[config.mk]
export PLATFORM = sky130hd
export DESIGN_NAME = gdi_core
export DESIGN_NICKNAME = d
export VERILOG_FILES = /design/src/logic/gdi_pkg.sv /design/src/logic/gdi_core.sv
export SDC_FILE = /design/constraint.sdc
export NUM_CORES = 1
export LEC_CHECK = 0
export ABC_AREA = 1
export BUFFER_PORTS_ARGS = -buffer_cell sky130_fd_sc_hd__buf_4
export CAP_MARGIN = 25
export CORE_ASPECT_RATIO = 1.4
export CORE_MARGIN = 2
export CORE_UTILIZATION = 30
export DETAILED_ROUTE_END_ITERATION = 8
export GPL_ROUTABILITY_DRIVEN = 0
export GPL_TIMING_DRIVEN = 0
export PLACE_DENSITY = 0.52
export SLEW_MARGIN = 30
export SYNTH_ARGS = -nofsm -noshare
export SYNTH_HDL_FRONTEND = slang
export SYNTH_SLANG_ARGS = --single-unit
[constraint.sdc]
create_clock -name aclk -period 2.02 [get_ports aclk]
set_clock_uncertainty 0.1 [all_clocks]
set_input_delay 0.202 -clock aclk [delete_from_list [all_inputs] [get_ports aclk]]
set_output_delay 0.202 -clock aclk [all_outputs]
set_load 0.05 [all_outputs]
[src/logic/gdi_pkg.sv]
/*
 * gdi_pkg: constants, register map and carrier types of the instrument-side
 * parallel bus port. Assumes an AXI4-Lite register master and a bus
 * transceiver that turns the open-drain lines into levels and strobes.
 */
`default_nettype none
package gdi_pkg;
	// register byte offsets
	localparam logic [7:0] OFS_CTRL = 8'h00;
	localparam logic [7:0] OFS_ADDR = 8'h04;
	localparam logic [7:0] OFS_MASK = 8'h08;
	localparam logic [7:0] OFS_STAT = 8'h0C;
	localparam logic [7:0] OFS_COND = 8'h10;
	localparam logic [7:0] OFS_ERR = 8'h14;
	localparam logic [7:0] OFS_DATA = 8'h18;

	// control register bits
	localparam int CTRL_ENH = 0;
	localparam int CTRL_SWEEP_RESET = 1;
	localparam int CTRL_LOCAL_KEY = 2;
	localparam int CTRL_MEM_CLEAR = 3;

	// condition register bits 0..3 are event sources
	localparam int COND_SWEEP = 4;
	localparam int COND_BUSY = 5;

	// status byte layout
	localparam int SB_SWEEP = 5;
	localparam int SB_RQS = 6;
	localparam int SB_BUSY = 7;

	// state word bits above the status byte, then the data register valid bit
	localparam int ST_BOOTED = 8;
	localparam int ST_LONLY = 9;
	localparam int ST_LISTEN = 10;
	localparam int ST_TALK = 11;
	localparam int ST_REMOTE = 12;
	localparam int ST_LOCKOUT = 13;
	localparam int ST_ARMED = 14;
	localparam int ST_SPOLL = 15;
	localparam int DATA_VALID = 8;

	// addressing
	localparam logic [4:0] ADDR_DEFAULT = 5'h11;
	localparam logic [4:0] ADDR_LISTEN_ONLY = 5'h1F;
	localparam logic [7:0] ADDR_MAX = 8'h1F;
	localparam logic [7:0] ERR_RANGE = 8'h64;

	// command byte groups and universal/addressed commands
	localparam logic [1:0] GRP_LISTEN = 2'h1;
	localparam logic [1:0] GRP_TALK = 2'h2;
	localparam logic [6:0] CMD_GTL = 7'h01;
	localparam logic [6:0] CMD_SDC = 7'h04;
	localparam logic [6:0] CMD_GET = 7'h08;
	localparam logic [6:0] CMD_LLO = 7'h11;
	localparam logic [6:0] CMD_DCL = 7'h14;
	localparam logic [6:0] CMD_SPE = 7'h18;
	localparam logic [6:0] CMD_SPD = 7'h19;
	localparam logic [6:0] CMD_UNL = 7'h3F;
	localparam logic [6:0] CMD_UNT = 7'h5F;

	// AXI responses
	localparam logic [1:0] RESP_OKAY = 2'h0;
	localparam logic [1:0] RESP_SLVERR = 2'h2;

	typedef struct packed {
		logic atn;
		logic ifc;
		logic ren;
		logic eoi;
		logic byte_stb;
		logic talk_ack;
		logic [7:0] data;
	} gdi_bus_in_t;

	typedef struct packed {
		logic [7:0] dio;
		logic dio_oe;
		logic srq_o;
		logic srq_oe;
	} gdi_bus_out_t;

	typedef struct packed {
		logic remote_led;
		logic srq_led;
		logic lockout;
		logic listen_only;
		logic preset;
		logic sweep_start;
	} gdi_inst_t;
endpackage : gdi_pkg
`default_nettype wire

[src/logic/gdi_core.sv]
/*
 * gdi_core: instrument-side bus port. Addressing, command decode,
 * remote/local/lockout, serial poll, service request, trigger, and an
 * AXI4-Lite register slave. Assumes bus lines arrive synchronous to aclk,
 * byte_stb pulses once per accepted byte and talk_ack once per byte the
 * controller takes from us; nonvolatile address storage sits outside.
 */
// Notes on behaviour
// - bus address 0..31 accepted, kept in nonvolatile storage.
// - address 31 means listen-only, never addressed to talk or listen.
// - address write above 31 refused, old kept, error code 100 reported.
// - memory clear restores address 17.
// - bytes with ATN true are commands, with ATN false are data.
// - IFC drops talker and listener state.
// - DCL, or SDC while listening, flushes input, clears error, presets.
// - REN false leaves lockout and returns to local.
// - GTL while listening returns to local unless locked out.
// - LLO disables the local key.
// - parallel poll and pass control ignored, no data line driven.
// - remote lights indicator; local key works only without lockout.
// - serial poll of our talk address puts status byte on data lines.
// - service request pulls SRQ low, sets bit 6, lights indicator.
// - SRQ released when the controller serially polls us.
// - only status bits 0..3 can request service, each masked.
// - GET while listening starts sweep if enhanced and sweep reset.
// - event bits set on false-to-true edge of their condition.
// - new event with nonzero status AND mask sets bit 6 and SRQ.
// - writable status mask selects service request sources.
// - address bytes carry address low five bits, talk/listen bits above.
// - sweep and busy bits are live, never request service; bit 4 zero.
`timescale 1ns/1ps
`default_nettype none
module gdi_core (
	// clock and reset
	input wire logic aclk,
	input wire logic aresetn,
	// AXI4-Lite write address
	input wire logic [7:0] s_axi_awaddr,
	input wire logic s_axi_awvalid,
	output logic s_axi_awready,
	// AXI4-Lite write data
	input wire logic [31:0] s_axi_wdata,
	input wire logic [3:0] s_axi_wstrb,
	input wire logic s_axi_wvalid,
	output logic s_axi_wready,
	// AXI4-Lite write response
	output logic [1:0] s_axi_bresp,
	output logic s_axi_bvalid,
	input wire logic s_axi_bready,
	// AXI4-Lite read
	input wire logic [7:0] s_axi_araddr,
	input wire logic s_axi_arvalid,
	output logic s_axi_arready,
	output logic [31:0] s_axi_rdata,
	output logic [1:0] s_axi_rresp,
	output logic s_axi_rvalid,
	input wire logic s_axi_rready,
	// parallel bus
	input wire gdi_pkg::gdi_bus_in_t bus_in,
	output gdi_pkg::gdi_bus_out_t bus_out,
	// nonvolatile address storage
	input wire logic [4:0] nv_addr_rd,
	output logic nv_addr_we,
	output logic [4:0] nv_addr_wr,
	// instrument side
	output gdi_pkg::gdi_inst_t inst
);
	// AXI capture state
	logic aw_got;
	logic w_got;
	logic [7:0] aw_addr;
	logic [31:0] w_data;
	logic w_lane0;

	// block state
	logic booted;
	logic [4:0] my_addr;
	logic listener;
	logic talker;
	logic spoll;
	logic remote;
	logic lockout;
	logic enh;
	logic armed;
	logic [3:0] mask;
	logic [5:0] cond;
	logic [3:0] cond_prev;
	logic [3:0] events;
	logic rqs;
	logic [7:0] err_code;
	logic [7:0] rx_byte;
	logic rx_valid;

	function automatic logic is_mine(input logic [6:0] b, input logic [1:0] g,
			input logic [4:0] a);
		is_mine = (b[6:5] == g) && (b[4:0] == a);
	endfunction : is_mine

	// write fires once both halves are in
	logic wr_fire;
	logic wr_ok;
	logic rd_fire;
	assign wr_fire = aw_got & w_got & ~s_axi_bvalid;
	assign wr_ok = wr_fire & w_lane0;
	assign rd_fire = s_axi_arvalid & s_axi_arready;

	function automatic logic wr_hit(input logic ok, input logic [7:0] a,
			input logic [7:0] ofs);
		wr_hit = ok && (a == ofs);
	endfunction : wr_hit

	function automatic logic mapped(input logic [7:0] a);
		mapped = a == gdi_pkg::OFS_CTRL || a == gdi_pkg::OFS_ADDR
			|| a == gdi_pkg::OFS_MASK || a == gdi_pkg::OFS_STAT
			|| a == gdi_pkg::OFS_COND || a == gdi_pkg::OFS_ERR
			|| a == gdi_pkg::OFS_DATA;
	endfunction : mapped

	logic w_ctrl;
	logic w_addr;
	logic w_memclr;
	logic addr_bad;
	assign w_ctrl = wr_hit(wr_ok, aw_addr, gdi_pkg::OFS_CTRL);
	assign w_addr = wr_hit(wr_ok, aw_addr, gdi_pkg::OFS_ADDR);
	assign w_memclr = w_ctrl & w_data[gdi_pkg::CTRL_MEM_CLEAR];
	// whole word compared so high garbage cannot alias a legal address
	assign addr_bad = w_addr & (w_data > {24'h00_0000, gdi_pkg::ADDR_MAX});

	// bus byte classification
	logic lonly;
	logic cmd_stb;
	logic dat_stb;
	logic [6:0] cb;
	logic clr_dev;
	logic poll_done;
	logic trig;
	assign lonly = my_addr == gdi_pkg::ADDR_LISTEN_ONLY;
	assign cmd_stb = booted & bus_in.byte_stb & bus_in.atn;
	assign dat_stb = bus_in.byte_stb & ~bus_in.atn & listener;
	assign cb = bus_in.data[6:0];
	assign clr_dev = cmd_stb & ((cb == gdi_pkg::CMD_DCL)
		| (cb == gdi_pkg::CMD_SDC & listener));
	assign poll_done = bus_in.talk_ack & talker & spoll & ~bus_in.atn;
	assign trig = cmd_stb & (cb == gdi_pkg::CMD_GET) & listener;

	// AXI write channel
	always_ff @(posedge aclk) begin
		if (!aresetn) begin
			aw_got <= 1'b0;
			w_got <= 1'b0;
			aw_addr <= 8'h00;
			w_data <= 32'h0000_0000;
			w_lane0 <= 1'b0;
			s_axi_awready <= 1'b1;
			s_axi_wready <= 1'b1;
			s_axi_bvalid <= 1'b0;
			s_axi_bresp <= gdi_pkg::RESP_OKAY;
		end else begin
			if (s_axi_awvalid && s_axi_awready) begin
				aw_got <= 1'b1;
				aw_addr <= {s_axi_awaddr[7:2], 2'b00};
				s_axi_awready <= 1'b0;
			end
			if (s_axi_wvalid && s_axi_wready) begin
				w_got <= 1'b1;
				w_data <= s_axi_wdata;
				w_lane0 <= s_axi_wstrb[0];
				s_axi_wready <= 1'b0;
			end
			if (wr_fire) begin
				s_axi_bvalid <= 1'b1;
				s_axi_bresp <= mapped(aw_addr) ? gdi_pkg::RESP_OKAY
					: gdi_pkg::RESP_SLVERR;
			end
			if (s_axi_bvalid && s_axi_bready) begin
				s_axi_bvalid <= 1'b0;
				aw_got <= 1'b0;
				w_got <= 1'b0;
				s_axi_awready <= 1'b1;
				s_axi_wready <= 1'b1;
			end
		end
	end

	// status byte as the controller sees it
	logic [7:0] status;
	assign status = {cond[gdi_pkg::COND_BUSY], rqs,
		cond[gdi_pkg::COND_SWEEP], 1'b0, events};

	// AXI read channel
	always_ff @(posedge aclk) begin
		if (!aresetn) begin
			s_axi_arready <= 1'b1;
			s_axi_rvalid <= 1'b0;
			s_axi_rdata <= 32'h0000_0000;
			s_axi_rresp <= gdi_pkg::RESP_OKAY;
		end else if (rd_fire) begin
			s_axi_arready <= 1'b0;
			s_axi_rvalid <= 1'b1;
			s_axi_rresp <= mapped(s_axi_araddr) ? gdi_pkg::RESP_OKAY
				: gdi_pkg::RESP_SLVERR;
			s_axi_rdata <= 32'h0000_0000;
			unique case ({s_axi_araddr[7:2], 2'b00})
			gdi_pkg::OFS_CTRL: s_axi_rdata[gdi_pkg::CTRL_ENH] <= enh;
			gdi_pkg::OFS_ADDR: s_axi_rdata[4:0] <= my_addr;
			gdi_pkg::OFS_MASK: s_axi_rdata[3:0] <= mask;
			gdi_pkg::OFS_STAT: s_axi_rdata[15:0] <= {spoll, armed, lockout,
				remote, talker, listener, lonly, booted, status};
			gdi_pkg::OFS_COND: s_axi_rdata[5:0] <= cond;
			gdi_pkg::OFS_ERR: s_axi_rdata[7:0] <= err_code;
			gdi_pkg::OFS_DATA: s_axi_rdata[8:0] <= {rx_valid, rx_byte};
			default: s_axi_rdata <= 32'h0000_0000;
			endcase
		end else if (s_axi_rvalid && s_axi_rready) begin
			s_axi_rvalid <= 1'b0;
			s_axi_arready <= 1'b1;
		end
	end

	// address: boot load, software write, memory clear
	always_ff @(posedge aclk) begin
		if (!aresetn) begin
			booted <= 1'b0;
			my_addr <= gdi_pkg::ADDR_DEFAULT;
			nv_addr_we <= 1'b0;
			nv_addr_wr <= gdi_pkg::ADDR_DEFAULT;
		end else begin
			nv_addr_we <= 1'b0;
			if (!booted) begin
				booted <= 1'b1;
				my_addr <= nv_addr_rd;
			end else if (w_memclr) begin
				my_addr <= gdi_pkg::ADDR_DEFAULT;
				nv_addr_we <= 1'b1;
				nv_addr_wr <= gdi_pkg::ADDR_DEFAULT;
			end else if (w_addr && !addr_bad) begin
				my_addr <= w_data[4:0];
				nv_addr_we <= 1'b1;
				nv_addr_wr <= w_data[4:0];
			end
		end
	end

	// error register
	always_ff @(posedge aclk) begin
		if (!aresetn) begin
			err_code <= 8'h00;
		end else if (addr_bad) begin
			err_code <= gdi_pkg::ERR_RANGE;
		end else if (clr_dev) begin
			err_code <= 8'h00;
		end
	end

	// talker / listener / serial poll mode
	always_ff @(posedge aclk) begin
		if (!aresetn) begin
			listener <= 1'b0;
			talker <= 1'b0;
			spoll <= 1'b0;
		end else if (bus_in.ifc || lonly) begin
			listener <= lonly && booted;
			talker <= 1'b0;
			spoll <= 1'b0;
		end else if (cmd_stb) begin
			if (is_mine(cb, gdi_pkg::GRP_LISTEN, my_addr)) begin
				listener <= 1'b1;
				talker <= 1'b0;
			end else if (cb == gdi_pkg::CMD_UNL) begin
				listener <= 1'b0;
			end
			if (is_mine(cb, gdi_pkg::GRP_TALK, my_addr)) begin
				talker <= 1'b1;
				listener <= 1'b0;
			end else if (cb[6:5] == gdi_pkg::GRP_TALK || cb == gdi_pkg::CMD_UNT) begin
				talker <= 1'b0;
			end
			if (cb == gdi_pkg::CMD_SPE) begin
				spoll <= 1'b1;
			end else if (cb == gdi_pkg::CMD_SPD) begin
				spoll <= 1'b0;
			end
		end
	end

	// remote, local and lockout
	always_ff @(posedge aclk) begin
		if (!aresetn) begin
			remote <= 1'b0;
			lockout <= 1'b0;
		end else if (!bus_in.ren) begin
			remote <= 1'b0;
			lockout <= 1'b0;
		end else begin
			if (cmd_stb && is_mine(cb, gdi_pkg::GRP_LISTEN, my_addr) && !lonly) begin
				remote <= 1'b1;
			end else if (cmd_stb && cb == gdi_pkg::CMD_GTL && listener
					&& !lockout) begin
				remote <= 1'b0;
			end else if (w_ctrl && w_data[gdi_pkg::CTRL_LOCAL_KEY]
					&& !lockout) begin
				remote <= 1'b0;
			end
			if (cmd_stb && cb == gdi_pkg::CMD_LLO) begin
				lockout <= 1'b1;
			end
		end
	end

	// mode, mask, conditions, sweep arming
	always_ff @(posedge aclk) begin
		if (!aresetn) begin
			enh <= 1'b0;
			mask <= 4'h0;
			cond <= 6'h00;
			armed <= 1'b0;
		end else begin
			if (w_ctrl) begin
				enh <= w_data[gdi_pkg::CTRL_ENH];
			end
			if (wr_hit(wr_ok, aw_addr, gdi_pkg::OFS_MASK)) begin
				mask <= w_data[3:0];
			end
			if (wr_hit(wr_ok, aw_addr, gdi_pkg::OFS_COND)) begin
				cond <= w_data[5:0];
			end
			if (trig && enh && armed) begin
				armed <= 1'b0;
			end else if (w_ctrl && w_data[gdi_pkg::CTRL_SWEEP_RESET]) begin
				armed <= 1'b1;
			end
		end
	end

	// event bits and require-service
	logic [3:0] rise;
	logic [3:0] next_events;
	always_comb begin
		rise = cond[3:0] & ~cond_prev;
		rise[0] = rise[0] | addr_bad;
		next_events = (poll_done ? 4'h0 : events) | rise;
	end

	always_ff @(posedge aclk) begin
		if (!aresetn) begin
			cond_prev <= 4'h0;
			events <= 4'h0;
			rqs <= 1'b0;
		end else begin
			cond_prev <= cond[3:0];
			events <= next_events;
			if (rise != 4'h0 && (next_events & mask) != 4'h0) begin
				rqs <= 1'b1;
			end else if (poll_done || clr_dev) begin
				rqs <= 1'b0;
			end
		end
	end

	// received data byte
	always_ff @(posedge aclk) begin
		if (!aresetn) begin
			rx_byte <= 8'h00;
			rx_valid <= 1'b0;
		end else if (dat_stb) begin
			rx_byte <= bus_in.data;
			rx_valid <= 1'b1;
		end else if (clr_dev) begin
			rx_valid <= 1'b0;
		end else if (rd_fire && {s_axi_araddr[7:2], 2'b00} == gdi_pkg::OFS_DATA) begin
			rx_valid <= 1'b0;
		end
	end

	// bus and instrument outputs
	always_ff @(posedge aclk) begin
		if (!aresetn) begin
			bus_out <= '0;
			inst <= '0;
		end else begin
			// parallel poll and pass control never reach here
			bus_out.dio_oe <= talker & spoll & ~bus_in.atn;
			bus_out.dio <= status;
			bus_out.srq_o <= 1'b0;
			bus_out.srq_oe <= rqs;
			inst.srq_led <= rqs;
			inst.remote_led <= remote;
			inst.lockout <= lockout;
			inst.listen_only <= lonly;
			inst.preset <= clr_dev;
			inst.sweep_start <= trig & enh & armed;
		end
	end
endmodule : gdi_core
`default_nettype wire

After elaboration in Yosys (flattened, before gate mapping)
Index checks and enable logic that the tools add are counted.
{"block": "classes", "n_reduce_logical": 67, "n_bitwise": 30, "mux": 40, "magnitude_cmp": 1, "eq_ne": 32}
{"op": "6-bit by 3-bit equality test with 1-bit output, second input constant", "n": 6}
{"op": "32-bit by 5-bit greater-than comparator with 1-bit output, second input constant", "n": 1}
{"op": "7-bit by 5-bit equality test with 1-bit output, second input constant", "n": 4}
{"op": "1-bit logical AND", "n": 25}
{"op": "1-bit 2-to-1 mux", "n": 25}
{"op": "6-bit by 2-bit equality test with 1-bit output, second input constant", "n": 4}
{"op": "8-bit by 5-bit equality test with 1-bit output, second input constant", "n": 3}
{"op": "1-bit AND", "n": 21}
{"op": "7-bit 2-to-1 mux", "n": 3}
{"op": "3-bit one-hot mux with 6 select lines", "n": 1}
{"op": "8-bit by 4-bit equality test with 1-bit output, second input constant", "n": 2}
{"op": "8-bit logical NOT", "n": 2}
{"op": "1-bit logical OR", "n": 15}
{"op": "5-bit 2-to-1 mux", "n": 3}
{"op": "6-bit by 1-bit equality test with 1-bit output, second input constant", "n": 2}
{"op": "2-bit AND reduction", "n": 6}
{"op": "2-bit nonzero test", "n": 6}
{"op": "4-bit nonzero test", "n": 3}
{"op": "3-bit nonzero test", "n": 3}
{"op": "4-bit AND", "n": 2}
{"op": "8-bit by 3-bit equality test with 1-bit output, second input constant", "n": 1}
{"op": "7-bit by 1-bit equality test with 1-bit output, second input constant", "n": 1}
{"op": "7-bit by 3-bit equality test with 1-bit output, second input constant", "n": 1}
{"op": "7-bit by 4-bit equality test with 1-bit output, second input constant", "n": 1}
{"op": "other kinds (21)", "n": 29}
{"block": "word_totals", "out_inout_bits": 64, "reg_bits": 132, "inputBits": 78, "elab_cells": 212}

Depth between registers and ports, before layout
Gate-level depths: netlist of run 1.
{"block": "logic_depth", "depth_word": 11, "ltp_mapped": 12, "mapped_depth_nobuf": 12}

Worst setup path before layout of run 1
OpenSTA, ideal clock, no wires.
{"block": "synth_path", "path_type": "reg2reg", "startpoint": "register s_axi_bvalid", "endpoint": "register my_addr[3]", "setup_ns": 0.071, "slack_ns": 0.320, "arrival_ns": 1.530, "stages_incl_launch_ff": 11, "required_time_ns": 1.849, "n_path_buf": 0, "synth_period_minus_slack_ns": 1.700, "cell_sequence": "dfxtp_1 > inv_2 > nand3_2 > nor2_4 > nand3_4 > inv_2 > nand2_4 > nand3_2 > inv_2 > nand2_1 > a21oi_1"}
{"block": "synth_between", "elab_chain_cells": 8, "elab_cells_between_ends": 12, "cone_classes": "eq/ne (1); mux (2); bitwise (5); reduce/logical (4)"}
{"element": "start: declaration", "line_no": "gdi_core.sv:48", "source": "output logic s_axi_bvalid,"}
{"element": "start signal: assignment", "line_no": "gdi_core.sv:156", "source": "s_axi_bvalid <= 1'b0;"}
{"element": "start signal: assignment", "line_no": "gdi_core.sv:171", "source": "s_axi_bvalid <= 1'b1;"}
{"element": "start signal: assignment", "line_no": "gdi_core.sv:176", "source": "s_axi_bvalid <= 1'b0;"}
{"element": "1-bit NOT (*)", "line_no": "gdi_core.sv:103", "source": "assign wr_fire = aw_got & w_got & ~s_axi_bvalid;"}
{"element": "1-bit AND (*)", "line_no": "gdi_core.sv:103"}
{"element": "1-bit AND (*)", "line_no": "gdi_core.sv:104", "source": "assign wr_ok = wr_fire & w_lane0;"}
{"element": "1-bit logical AND", "line_no": "gdi_core.sv:109", "source": "wr_hit = ok && (a == ofs);"}
{"element": "1-bit AND", "line_no": "gdi_core.sv:127", "source": "assign addr_bad = w_addr & (w_data > {24'h00_0000, gdi_pkg::ADDR_MAX});"}
{"element": "1-bit logical NOT", "line_no": "gdi_core.sv:236", "source": "end else if (w_addr && !addr_bad) begin"}
{"element": "1-bit logical AND", "line_no": "gdi_core.sv:236"}
{"element": "3-bit by 1-bit inequality test with 1-bit output (no line)"}
{"element": "end signal: assignment", "line_no": "gdi_core.sv:231", "source": "my_addr <= nv_addr_rd;"}
{"element": "end signal: assignment", "line_no": "gdi_core.sv:233", "source": "my_addr <= gdi_pkg::ADDR_DEFAULT;"}
{"element": "end signal: assignment", "line_no": "gdi_core.sv:237", "source": "my_addr <= w_data[4:0];"}
{"element": "end: declaration", "line_no": "gdi_core.sv:77", "source": "logic [4:0] my_addr;"}
Mark *: on every way between the ends. The rest lies on a longest branch, timed or not.
A chain may end at the register's enable or synchronous reset.

Worst setup path after layout of run 1
{"block": "layout_path", "startpoint": "register s_axi_arready", "endpoint": "register s_axi_rresp[1]"}
{"block": "layout_between", "elab_chain_cells": 1}
{"element": "start: declaration", "line_no": "gdi_core.sv:53", "source": "output logic s_axi_arready,"}
{"element": "start signal: assignment", "line_no": "gdi_core.sv:193", "source": "s_axi_arready <= 1'b1;"}
{"element": "start signal: assignment", "line_no": "gdi_core.sv:198", "source": "s_axi_arready <= 1'b0;"}
{"element": "start signal: assignment", "line_no": "gdi_core.sv:216", "source": "s_axi_arready <= 1'b1;"}
{"element": "1-bit AND", "line_no": "gdi_core.sv:105", "source": "assign rd_fire = s_axi_arvalid & s_axi_arready;"}
{"element": "end signal: assignment", "line_no": "gdi_core.sv:196", "source": "s_axi_rresp <= gdi_pkg::RESP_OKAY;"}
{"element": "end signal: assignment", "line_no": "gdi_core.sv:200", "source": "s_axi_rresp <= mapped(s_axi_araddr) ? gdi_pkg::RESP_OKAY"}
{"element": "end: declaration", "line_no": "gdi_core.sv:55", "source": "output logic [1:0] s_axi_rresp,"}
Every way passes these cells.

==> impl_results.md, run 1 <==
* Register area at 2500 µm²
* Vias at 5097
* Pin slew with the least headroom to its limit at 0.862 ns
* Dpl cells at 1081
* Most frequent cells in the layout: 138 x buf_4, 125 x dfxtp_1, 122 x nand2_1, 92 x inv_1, 80 x a21oi_1
* CTS tree: done
* Unrepaired setup endpoints after global routing: false
* PD cells at 862 nW/µm²
* Worst-Skew Late Latency at 0.41 ns
* Worst-path clk slew at 0.05 ns
* P_int at 0.00494 W
* WP buf/inv at 2
* Layout cells sized above 1 at 0.223
* Die H at 163 µm
* Drt pass-1 iters at 5
* Multi-input gate area at 2320 µm²
* Final std cells w/o fill at 1153
* Tot Pwr at 0.00659 W
* Crit-path max cell delay at 0.58 ns
* Comb power frac at 0.129
* Die W at 117 µm
* Crit path time final at 1.82 ns
* CP endpoint kind: register
* Worst path slowest cell: dlygate4sd3_1
* Clock share of power at 0.471
* Leakage power total at 3.49 nW
* Layout Utilization at 0.430
* Core box area at 17800 µm²
* CTS root buf: clkbuf_16
* Final Hold Viols at 0
* Detailed Place HPWL at 12.1 mm
* Worst setup path category: register to register
* Residual DRC at 0
* Vias per inst at 4.42
* Crit share post-route at 0.899
* Global-route wire length before repair at 24.2 mm
* Syn-to-layout area delta at 41.9%
* Fin nets at 979
* GRT Total Usage at 0.168
* Min-delay worst type: input port to register
* Peak supply drop at 0.000398 V
* Largest net degree at the start of global routing at 17
* Crit-path leading delay family: buffers and inverters
* Async set-reset flop share out of synthesis at 0
* YS warnings at 0
* Grt ovf at 0
* Post-synthesis register bit count at 125
* Max Cap Viol at 0
* Most common cell after layout, fill and taps aside: buf_4
* Antenna Cells at 0
* Die area at 19100 µm²
* Setup TNS at 0 ns
* Register area share after synthesis at 0.465
* Net Switching at 0.00165 W
* Seq pwr share at 0.400
* Clk sinks at 125
* Hold WS at 0.00241 ns
* Gate count of the mapped netlist at 707
* Critical path launch point type: register
* 1st-iter DRT viols at 165
* Main synth FF type: dfxtp_1
* FMAX at 551 MHz
* Crit-path max FO at 10
* Initial antenna violation count at 0
* Slew Limit Fails at 0
* Post-DRT Antenna Nets at 0
* Slew headroom at 0.419
* Inserted Clock Buffers at 17
* Arrival @ worst endpoint at 2.06 ns
* Max Buffers Root-to-Sink at 2
* Initial Utilization at 0.303
* Net Sw Frac at 0.250
* Library cells used by synthesis at 45
* Vias in the first global route at 4833
* PortBufs at 115
* DR WL/cell at 13.5 µm
* Fillers at 1889
* Synthesized area at 5390 µm²
* H-tree Lvls at 4
* Critical-path cell list: nand2_1 -> clkbuf_1 -> nor3_1 -> dlygate4sd3_1 -> a21oi_1
* Number of setup violations in the final report at 0
* Row count at 58
* Worst Path Required at 2.26 ns
* Routed WL at 15.6 mm
* Mapped Avg Cell Area at 7.62 µm²
* Num ports at 142
* Outcome: finished, final reports clean
* Post-synth EDFFs at 0
## worst reg2reg max path, stage by stage (launching register included)
cell           delay (ns)
dfxtp_1              0.32
nand2_1              0.18
clkbuf_1             0.36
nor3_1               0.09
dlygate4sd3_1        0.58
a21oi_1              0.13
## per-layer routing
metal	vias to the layer above	track usage	wire (µm)	part of all wire
li1	2645	-	-	-
met1	2293	0.189	6280	0.40
met2	134	0.299	8070	0.52
met3	25	0.0320	796	0.051
met4	0	0.0759	428	0.027
met5	-	0	0	0
## power groups by stage
| stage | logic [W] | clock network, W | registers [W] |
|---|---|---|---|
| 2_1_floorplan | 0.000449 | 0 | 0.00275 |
| 3_3_place_gp | 0.000794 | 0 | 0.00269 |
| 3_5_place_dp | 0.000796 | 0 | 0.00269 |
| 4_1_cts | 0.000861 | 0.00316 | 0.00263 |
| 5_1_grt | 0.000940 | 0.00326 | 0.00265 |
| 6_report | 0.000851 | 0.00310 | 0.00263 |
## Yosys cell counts, types with 3 or more instances
library cell,n,share of area
clkbuf_1,20,0.014
buf_4,23,0.032
a31oi_1,3,0.0035
nor2_1,64,0.045
nand3_1,25,0.023
nor2_8,3,0.011
nor2_4,3,0.0063
nor3_1,8,0.0074
dfxtp_1,125,0.46
a211oi_1,6,0.0084
a21oi_1,80,0.074
o21ai_0,70,0.065
or2_4,3,0.0049
nand4_1,11,0.013
inv_2,3,0.0021
o22ai_1,4,0.0046
nand3_2,3,0.0056
o211ai_1,3,0.0042
nand2_1,122,0.085
nand3b_1,3,0.0042
nand2_4,3,0.0063
inv_1,92,0.064
nand3_4,3,0.0098
## registers in the layout, summed over array words and instances (netlist names), 4 cells and up
signal and flops:
nv_addr_wr 5, cond 6, my_addr 5, bus_out 8
w_data 32, rx_byte 8, cond_prev 4, s_axi_rdata 16
mask 4, events 4, inst 5, aw_addr 6
## worst paths after layout
kind	startpoint	cells after the start	to	slack, ns
setup / recovery	s_axi_arready	5	s_axi_rresp[1]	0.20
hold / removal	s_axi_wdata[16]	3	w_data[16]	0.002
setup reg to reg	s_axi_arready	5	s_axi_rresp[1]	0.20
hold reg to reg	cond[3]	2	cond_prev[3]	0.34
## layout make-up
type | instances | area share
sequential | 125 | 0.328
multi-input combinational | 458 | 0.304
timing repair buffer | 156 | 0.167
clock buffer | 26 | 0.0693
inverter | 97 | 0.0478
tap | 240 | 0.0393
buffer | 46 | 0.0355
clock inverter | 5 | 0.0102
## metrics by stage
step | area (µm²) | setup slack (ns)
after floorplan | 5460 | 0.320
after global placement | 6620 | 0.217
after detailed placement | 6620 | 0.208
after CTS | 7640 | 0.0779
after global routing | 7640 | 0.0247
final | 7640 | 0.204
## repair_timing
item                                    in CTS  in global routing
gates resized for setup                      0                  4
setup buffers                                0                  0
hold buffers                                41                  0
endpoints found under the setup margin       0                 18
endpoints found under the hold margin       42                  0
## logic make-up (layout without fill, tap and decap cells)
| family | after synthesis | count (layout) | synth area share |
|---|---|---|---|
| other | 1 | 20 | 0.000696 |
| buffers and inverters | 143 | 330 | 0.118 |
| AO/OA/AOI/OAI | 175 | 175 | 0.174 |
| XOR/XNOR | 3 | 3 | 0.00488 |
| AND/OR/NAND/NOR | 260 | 260 | 0.238 |
| flip-flops | 125 | 125 | 0.465 |
Note: power is estimated with default switching activity, not from simulation.
==> run 2: changes to the inputs <==
--- a/config.mk
+++ b/config.mk
@@ -14,6 +14,7 @@
 export DETAILED_ROUTE_END_ITERATION = 8
 export GPL_ROUTABILITY_DRIVEN = 0
 export GPL_TIMING_DRIVEN = 0
+export HOLD_SLACK_MARGIN = 0.06
 export PLACE_DENSITY = 0.52
 export SLEW_MARGIN = 30
 export SYNTH_ARGS = -nofsm -noshare
==> run 2 against run 1 <==
Net effect: sequential power is essentially flat; cell area grew 2.5%; core utilization grew 1.1 points; register-to-register slack is essentially flat; cell count grew 1.6%; critical path type is now input port to register.
==> impl_results.md, run 2 (synthesized netlist as in run 1, its figures left out) <==
* Outcome: finished, final reports clean
* Layer with the highest usage: met2
* CP endpoint kind: register
* H-tree Lvls at 4 (unchanged)
* PD cells at 845 nW/µm² (-2.0%)
* Leading registers by flop count: w_data x32, s_axi_rdata x16
* Drt pass-1 iters at 4 (-1)
* Inserted Clock Buffers at 17 (unchanged)
* Worst Path Required at 2.26 ns (about the same)
* Slew Limit Fails at 0 (unchanged)
* Critical path origin: bus_in[4]
* Most common cell after layout, fill and taps aside: buf_4
* Max Cap Viol at 0 (unchanged)
* Initial Utilization at 0.303 (unchanged)
* Slew headroom at 0.410 (-0.00946)
* Largest net degree at the start of global routing at 17 (unchanged)
* Most frequent cells in the layout: 138 x buf_4, 125 x dfxtp_1, 122 x nand2_1, 92 x inv_1, 80 x a21oi_1
* Row count at 58 (unchanged)
* Peak supply drop at 0.000398 V (about the same)
* Tot Pwr at 0.00662 W (+0.47%)
* Crit-path max FO at 4 (-6)
* Crit-path max cell delay at 0.70 ns (+0.12 ns)
* Unrepaired setup endpoints after global routing: false
* Dpl ws at 0.208 ns (unchanged)
* Fillers at 1875 (-0.74%)
* Arrival @ worst endpoint at 2.12 ns (+0.06 ns)
* Layout cells sized above 1 at 0.219 (-0.00456)
* Worst-Skew Late Latency at 0.41 ns (about the same)
* Fin nets at 998 (+1.9%)
* Worst path depth at 7 (+2)
* Launching point of the worst reg2reg path: s_axi_arready
* Crit share post-route at 0.933 (+0.0340)
* Worst path slowest cell: o21ai_0
* Met3 Usage GRT at 0.0272 (-0.00484)
* WP buf/inv at 3 (+1)
* Grt ovf at 0 (unchanged)
* Hold Path Depth at 5 (+2)
* Max FFs per register at 32 (unchanged)
* FMAX at 531 MHz (-3.6%)
* Pin slew with the least headroom to its limit at 0.876 ns (+0.0140 ns)
* Detailed Place HPWL at 12.1 mm (unchanged)
* Vias in the first global route at 4893 (+1.2%)
* Worst setup path category: input port to register
* 1st-iter DRT viols at 176 (+6.7%)
* Vias at 5147 (+0.98%)
* Clk sinks at 125 (unchanged)
* Routed WL at 15.7 mm (+1.0%)
* Number of setup violations in the final report at 0 (unchanged)
* DR WL/cell at 13.4 µm (-0.60%)
* Residual DRC at 0 (unchanged)
* Routing usage on met1 at 0.192 (+0.00325)
* Max Buffers Root-to-Sink at 2 (unchanged)
* Antenna Cells at 0 (unchanged)
* R2R setup slack at 0.21 ns (about the same)
* Worst-path clk slew at 0.05 ns (about the same)
* Leakage power total at 3.57 nW (+2.3%)
* Crit path to: rqs
* Die area at 19100 µm² (unchanged)
* PortBufs at 115 (unchanged)
* Vias per inst at 4.39 (-0.66%)
* Top reg by flops: w_data
* Crit path time final at 1.88 ns (+0.0686 ns)
* Worst Setup Slack, final at 0.135 ns (-0.0686 ns)
* Worst r2r dst: s_axi_rresp[1]
* Critical-path cell list: dlygate4sd3_1 -> buf_4 -> inv_1 -> nor3_1 -> o21ai_0 -> nand3_1 -> a21oi_1
* Final Hold Viols at 0 (unchanged)
* CTS root buf: clkbuf_16
* Crit-path leading delay family: compound AO/OA/AOI/OAI gates
* Critical path launch point type: input port
* Initial antenna violation count at 0 (unchanged)
* FF-to-FF path depth at 5 (unchanged)
* Global-route wire length before repair at 24.5 mm (+1.1%)
* Die W at 117 µm (unchanged)
* Setup TNS at 0 ns (unchanged)
* GRT Total Usage at 0.169 (+0.00130)
* Num ports at 142 (unchanged)
* Core box area at 17800 µm² (unchanged)
* Post-DRT Antenna Nets at 0 (unchanged)
* Min-delay worst type: input port to register
* Met2 Resource Use GR at 0.304 (+0.00418)
* Syn-to-layout area delta at 45.4%
* CTS tree: done
* Die H at 163 µm (unchanged)
-- run 2: cell types whose count changed in the layout (fill, tap and decap cells not counted), sizes merged --
cell,delta
dlygate4sd3,+19
-- run 2: area by class of cell --
type,count,area [µm²],area share
Tap cell,240,300,0.0384
Timing Repair Buffer,175,1460,0.187
Clock inverter,5,77.6,0.00991
Sequential cell,125,2500,0.320
Multi-Input combinational cell,458,2320,0.296
Clock buffer,26,529,0.0676
Buffer,46,272,0.0347
Inverter,97,365,0.0467
-- run 2: per-layer routing --
metal | up-vias | share of wire
met5 | - | 0
met4 | 0 | 0.024
met3 | 22 | 0.046
met2 | 140 | 0.52
met1 | 2300 | 0.41
li1 | 2685 | -
-- run 2: worst min path at each step --
| stage | startpoint | end | slack [ns] |
|---|---|---|---|
| floorplan | aresetn | booted | 0.13 |
| global placement | aresetn | booted | 0.25 |
| detailed placement | aresetn | booted | 0.24 |
| CTS | s_axi_araddr[2] | s_axi_rresp[1] | 0.15 |
| global route | s_axi_araddr[2] | s_axi_rresp[1] | 0.18 |
| finish | s_axi_araddr[2] | s_axi_rresp[1] | 0.15 |
-- run 2: tightest hold or removal path, cell delays in order --
cell      delay, ns
buf_4          0.10
inv_1          0.07
nand2_1        0.06
nand3b_1       0.07
a21oi_1        0.11
-- run 2: timing repair --
action                     4_1_cts  5_1_grt
setup endpoints to repair        0       19
hold buffers                    60        0
hold endpoints to repair        66        0
buffers inserted                 0        0
resized for setup                0        4
-- run 2: power by group --
group	leakage, nW	total [W]	switching [W]	internal (W)
sequential	1.02	0.00263	0.0000594	0.00258
combinational	2.25	0.000883	0.000533	0.000350
clock	0.298	0.00310	0.00106	0.00204
total	3.57	0.00662	0.00166	0.00496
-- run 2: through the flow --
step / hold WS [ns] / std cells / util / instance area [µm²]
3_5_place_dp: 0.240 / 1081 / 0.372 / 6620
6_report: 0.147 / 1172 / 0.440 / 7830
3_3_place_gp: 0.246 / 1081 / 0.372 / 6620
2_1_floorplan: 0.130 / 726 / - / 5460
5_1_grt: 0.180 / 1172 / 0.440 / 7830
4_1_cts: 0.146 / 1172 / 0.440 / 7830
==> run 3: changes to the inputs <==
--- a/config.mk
+++ b/config.mk
@@ -10,12 +10,12 @@
 export CAP_MARGIN = 25
 export CORE_ASPECT_RATIO = 1.4
 export CORE_MARGIN = 2
-export CORE_UTILIZATION = 30
+export CORE_UTILIZATION = 35
 export DETAILED_ROUTE_END_ITERATION = 8
 export GPL_ROUTABILITY_DRIVEN = 0
 export GPL_TIMING_DRIVEN = 0
 export HOLD_SLACK_MARGIN = 0.06
-export PLACE_DENSITY = 0.52
+export PLACE_DENSITY = 0.59
 export SLEW_MARGIN = 30
 export SYNTH_ARGS = -nofsm -noshare
 export SYNTH_HDL_FRONTEND = slang
==> run 3 against run 2 <==
Net effect: worst setup slack worse by 0.061 ns; maximum frequency fell by 3.2%; core utilization grew 8.0 points; hold slack worse by 0.016 ns; largest power group unchanged; clock power is 8.7% higher.
==> impl_results.md, run 3 (synthesized netlist as in run 1, its figures left out) <==
* Fillers at 1465 (-22%)
* Critical-path cell list: dlygate4sd3_1 -> buf_4 -> inv_1 -> nor3_1 -> o21ai_0 -> nand3_1 -> a21oi_1
* Die H at 151 µm (-7.2%)
* Worst path slowest cell: o21ai_0
* Setup TNS at 0 ns (unchanged)
* Inserted Clock Buffers at 17 (unchanged)
* Post-DRT Antenna Nets at 0 (unchanged)
* Vias at 5176 (+0.56%)
* Clk sinks at 125 (unchanged)
* Crit-path max FO at 4 (unchanged)
* Routed WL at 15.5 mm (-1.8%)
* Antenna Cells at 0 (unchanged)
* Fin nets at 1000 (+0.20%)
* Grt ovf at 0 (unchanged)
* FMAX at 514 MHz (-3.2%)
* PortBufs at 115 (unchanged)
* Detailed Place HPWL at 11.4 mm (-5.8%)
* Crit path time final at 1.95 ns (+0.0613 ns)
* Most common cell after layout, fill and taps aside: buf_4
* Worst-path clk slew at 0.06 ns (about the same)
* Drt pass-1 iters at 4 (unchanged)
* Layout Utilization at 0.521 (+0.0803)
* Met1 WL at 6.28 mm (-2.0%)
* Final Hold Viols at 0 (unchanged)
* Top routing layer in use: met4
* Max Buffers Root-to-Sink at 2 (unchanged)
* Worst Path Required at 2.27 ns (about the same)
* Peak supply drop at 0.000503 V (+26%)
* Core box area at 15100 µm² (-15%)
* Worst setup path category: input port to register
* Arrival @ worst endpoint at 2.19 ns (+0.07 ns)
* Worst-Skew Late Latency at 0.42 ns (about the same)
* Pin slew with the least headroom to its limit at 0.898 ns (+0.0220 ns)
* Layout cells sized above 1 at 0.220 (+0.00144)
* Crit-path max cell delay at 0.72 ns (+0.02 ns)
* Row count at 53 (-8.6%)
* Leakage power total at 3.59 nW (+0.61%)
* Multi-input gate area at 2320 µm² (unchanged)
* Die area at 16400 µm² (-14%)
* PD cells at 879 nW/µm² (+4.0%)
* H-tree Lvls at 4 (unchanged)
* DR WL/cell at 13.7 µm (+2.1%)
* Largest net degree at the start of global routing at 17 (unchanged)
* Crit share post-route at 0.963 (+0.0304)
* Unrepaired setup endpoints after global routing: false
* Die W at 109 µm (-7.2%)
* Vias in the first global route at 5091 (+4.0%)
* Vias per inst at 4.59 (+4.6%)
* Top reg by flops: w_data
* CTS tree: done
* Slew headroom at 0.395 (-0.0148)
* Routed length on met2 at 7.98 mm (-2.8%)
* 1st-iter DRT viols at 158 (-10%)
* Tot Pwr at 0.00689 W (+4.1%)
* CP endpoint kind: register
* Leading registers by flop count: w_data x32, s_axi_rdata x16
* Initial antenna violation count at 0 (unchanged)
* Min-delay worst type: input port to register
* Initial Utilization at 0.358 (+0.0549)
* Number of setup violations in the final report at 0 (unchanged)
* Num ports at 142 (unchanged)
* Residual DRC at 0 (unchanged)
* Critical path launch point type: input port
* Syn-to-layout area delta at 45.5% (about the same)
* Hold WS at 0.131 ns (-0.0160 ns)
* Global-route wire length before repair at 24.6 mm (+0.28%)
* Max Cap Viol at 0 (unchanged)
* Max FFs per register at 32 (unchanged)
* Outcome: finished, final reports clean
* GRT Total Usage at 0.198 (+0.0290)
* CTS root buf: clkbuf_16
* Met3 wire len at 833 µm (+15%)
* Most frequent cells in the layout: 138 x buf_4, 125 x dfxtp_1, 122 x nand2_1, 92 x inv_1, 80 x a21oi_1
* Register area at 2500 µm² (unchanged)
* Slew Limit Fails at 0 (unchanged)
==> run 3: cell types whose count changed in the layout (fill, tap and decap cells not counted) <==
| cell | before | now |
|---|---|---|
| clkbuf_1 | 20 | 19 |
| clkinv_2 | 3 | 4 |
| clkbuf_8 | 7 | 1 |
| clkbuf_2 | 2 | 1 |
| inv_6 | 0 | 1 |
| bufinv_16 | 2 | 5 |
| dlygate4sd3_1 | 60 | 62 |
| clkinv_4 | 0 | 4 |
==> run 3: where the power goes <==
| group | leakage [nW] | internal (W) | switching [W] | total, W |
|---|---|---|---|---|
| Combinational | 2.25 | 0.000350 | 0.000534 | 0.000884 |
| Sequential | 1.02 | 0.00257 | 0.0000596 | 0.00263 |
| Clock | 0.320 | 0.00222 | 0.00115 | 0.00337 |
==> run 3: worst paths after layout <==
kind,startpoint,end,slack (ns),depth (start not counted)
max,bus_in[4],rqs,0.07,7
min,s_axi_awvalid,s_axi_awready,0.13,4
max reg2reg,booted,lockout,0.23,6
min reg2reg,cond[0],cond_prev[0],0.34,2
==> run 3: critical path, delay by kind of cell <==
kind | cells | cell delay [ns]
simple gates | 2 | 0.26
buf+inv | 3 | 0.83
compound gates | 2 | 0.90
==> run 3: through the flow <==
stage	instances	setup WS, ns	cell area [µm²]
2_1_floorplan	726	0.320	5460
3_3_place_gp	1033	0.268	6560
3_5_place_dp	1033	0.263	6560
4_1_cts	1127	0.138	7840
5_1_grt	1127	0.0165	7840
6_report	1127	0.0738	7840
==> run 3: cell type report <==
type	instances	share of cell area
sequential	125	0.319
multi-input combinational	458	0.296
timing repair buffer	177	0.189
clock buffer	18	0.0560
inverter	97	0.0466
buffer	46	0.0345
tap	192	0.0307
clock inverter	14	0.0276
==> run 3: metal layers <==
metal  up-vias  global-route usage
met5         -                   0
li1       2690                   -
met2       157               0.347
met3        24              0.0506
met4         0               0.104
met1      2305               0.217
==> run 3: what timing repair did <==
action                                 CTS  global route
hold buffers                            62             0
endpoints found under the hold margin   67             0
setup buffers                            0             0
gates resized for setup                  0             2
setup endpoints to repair                0             2
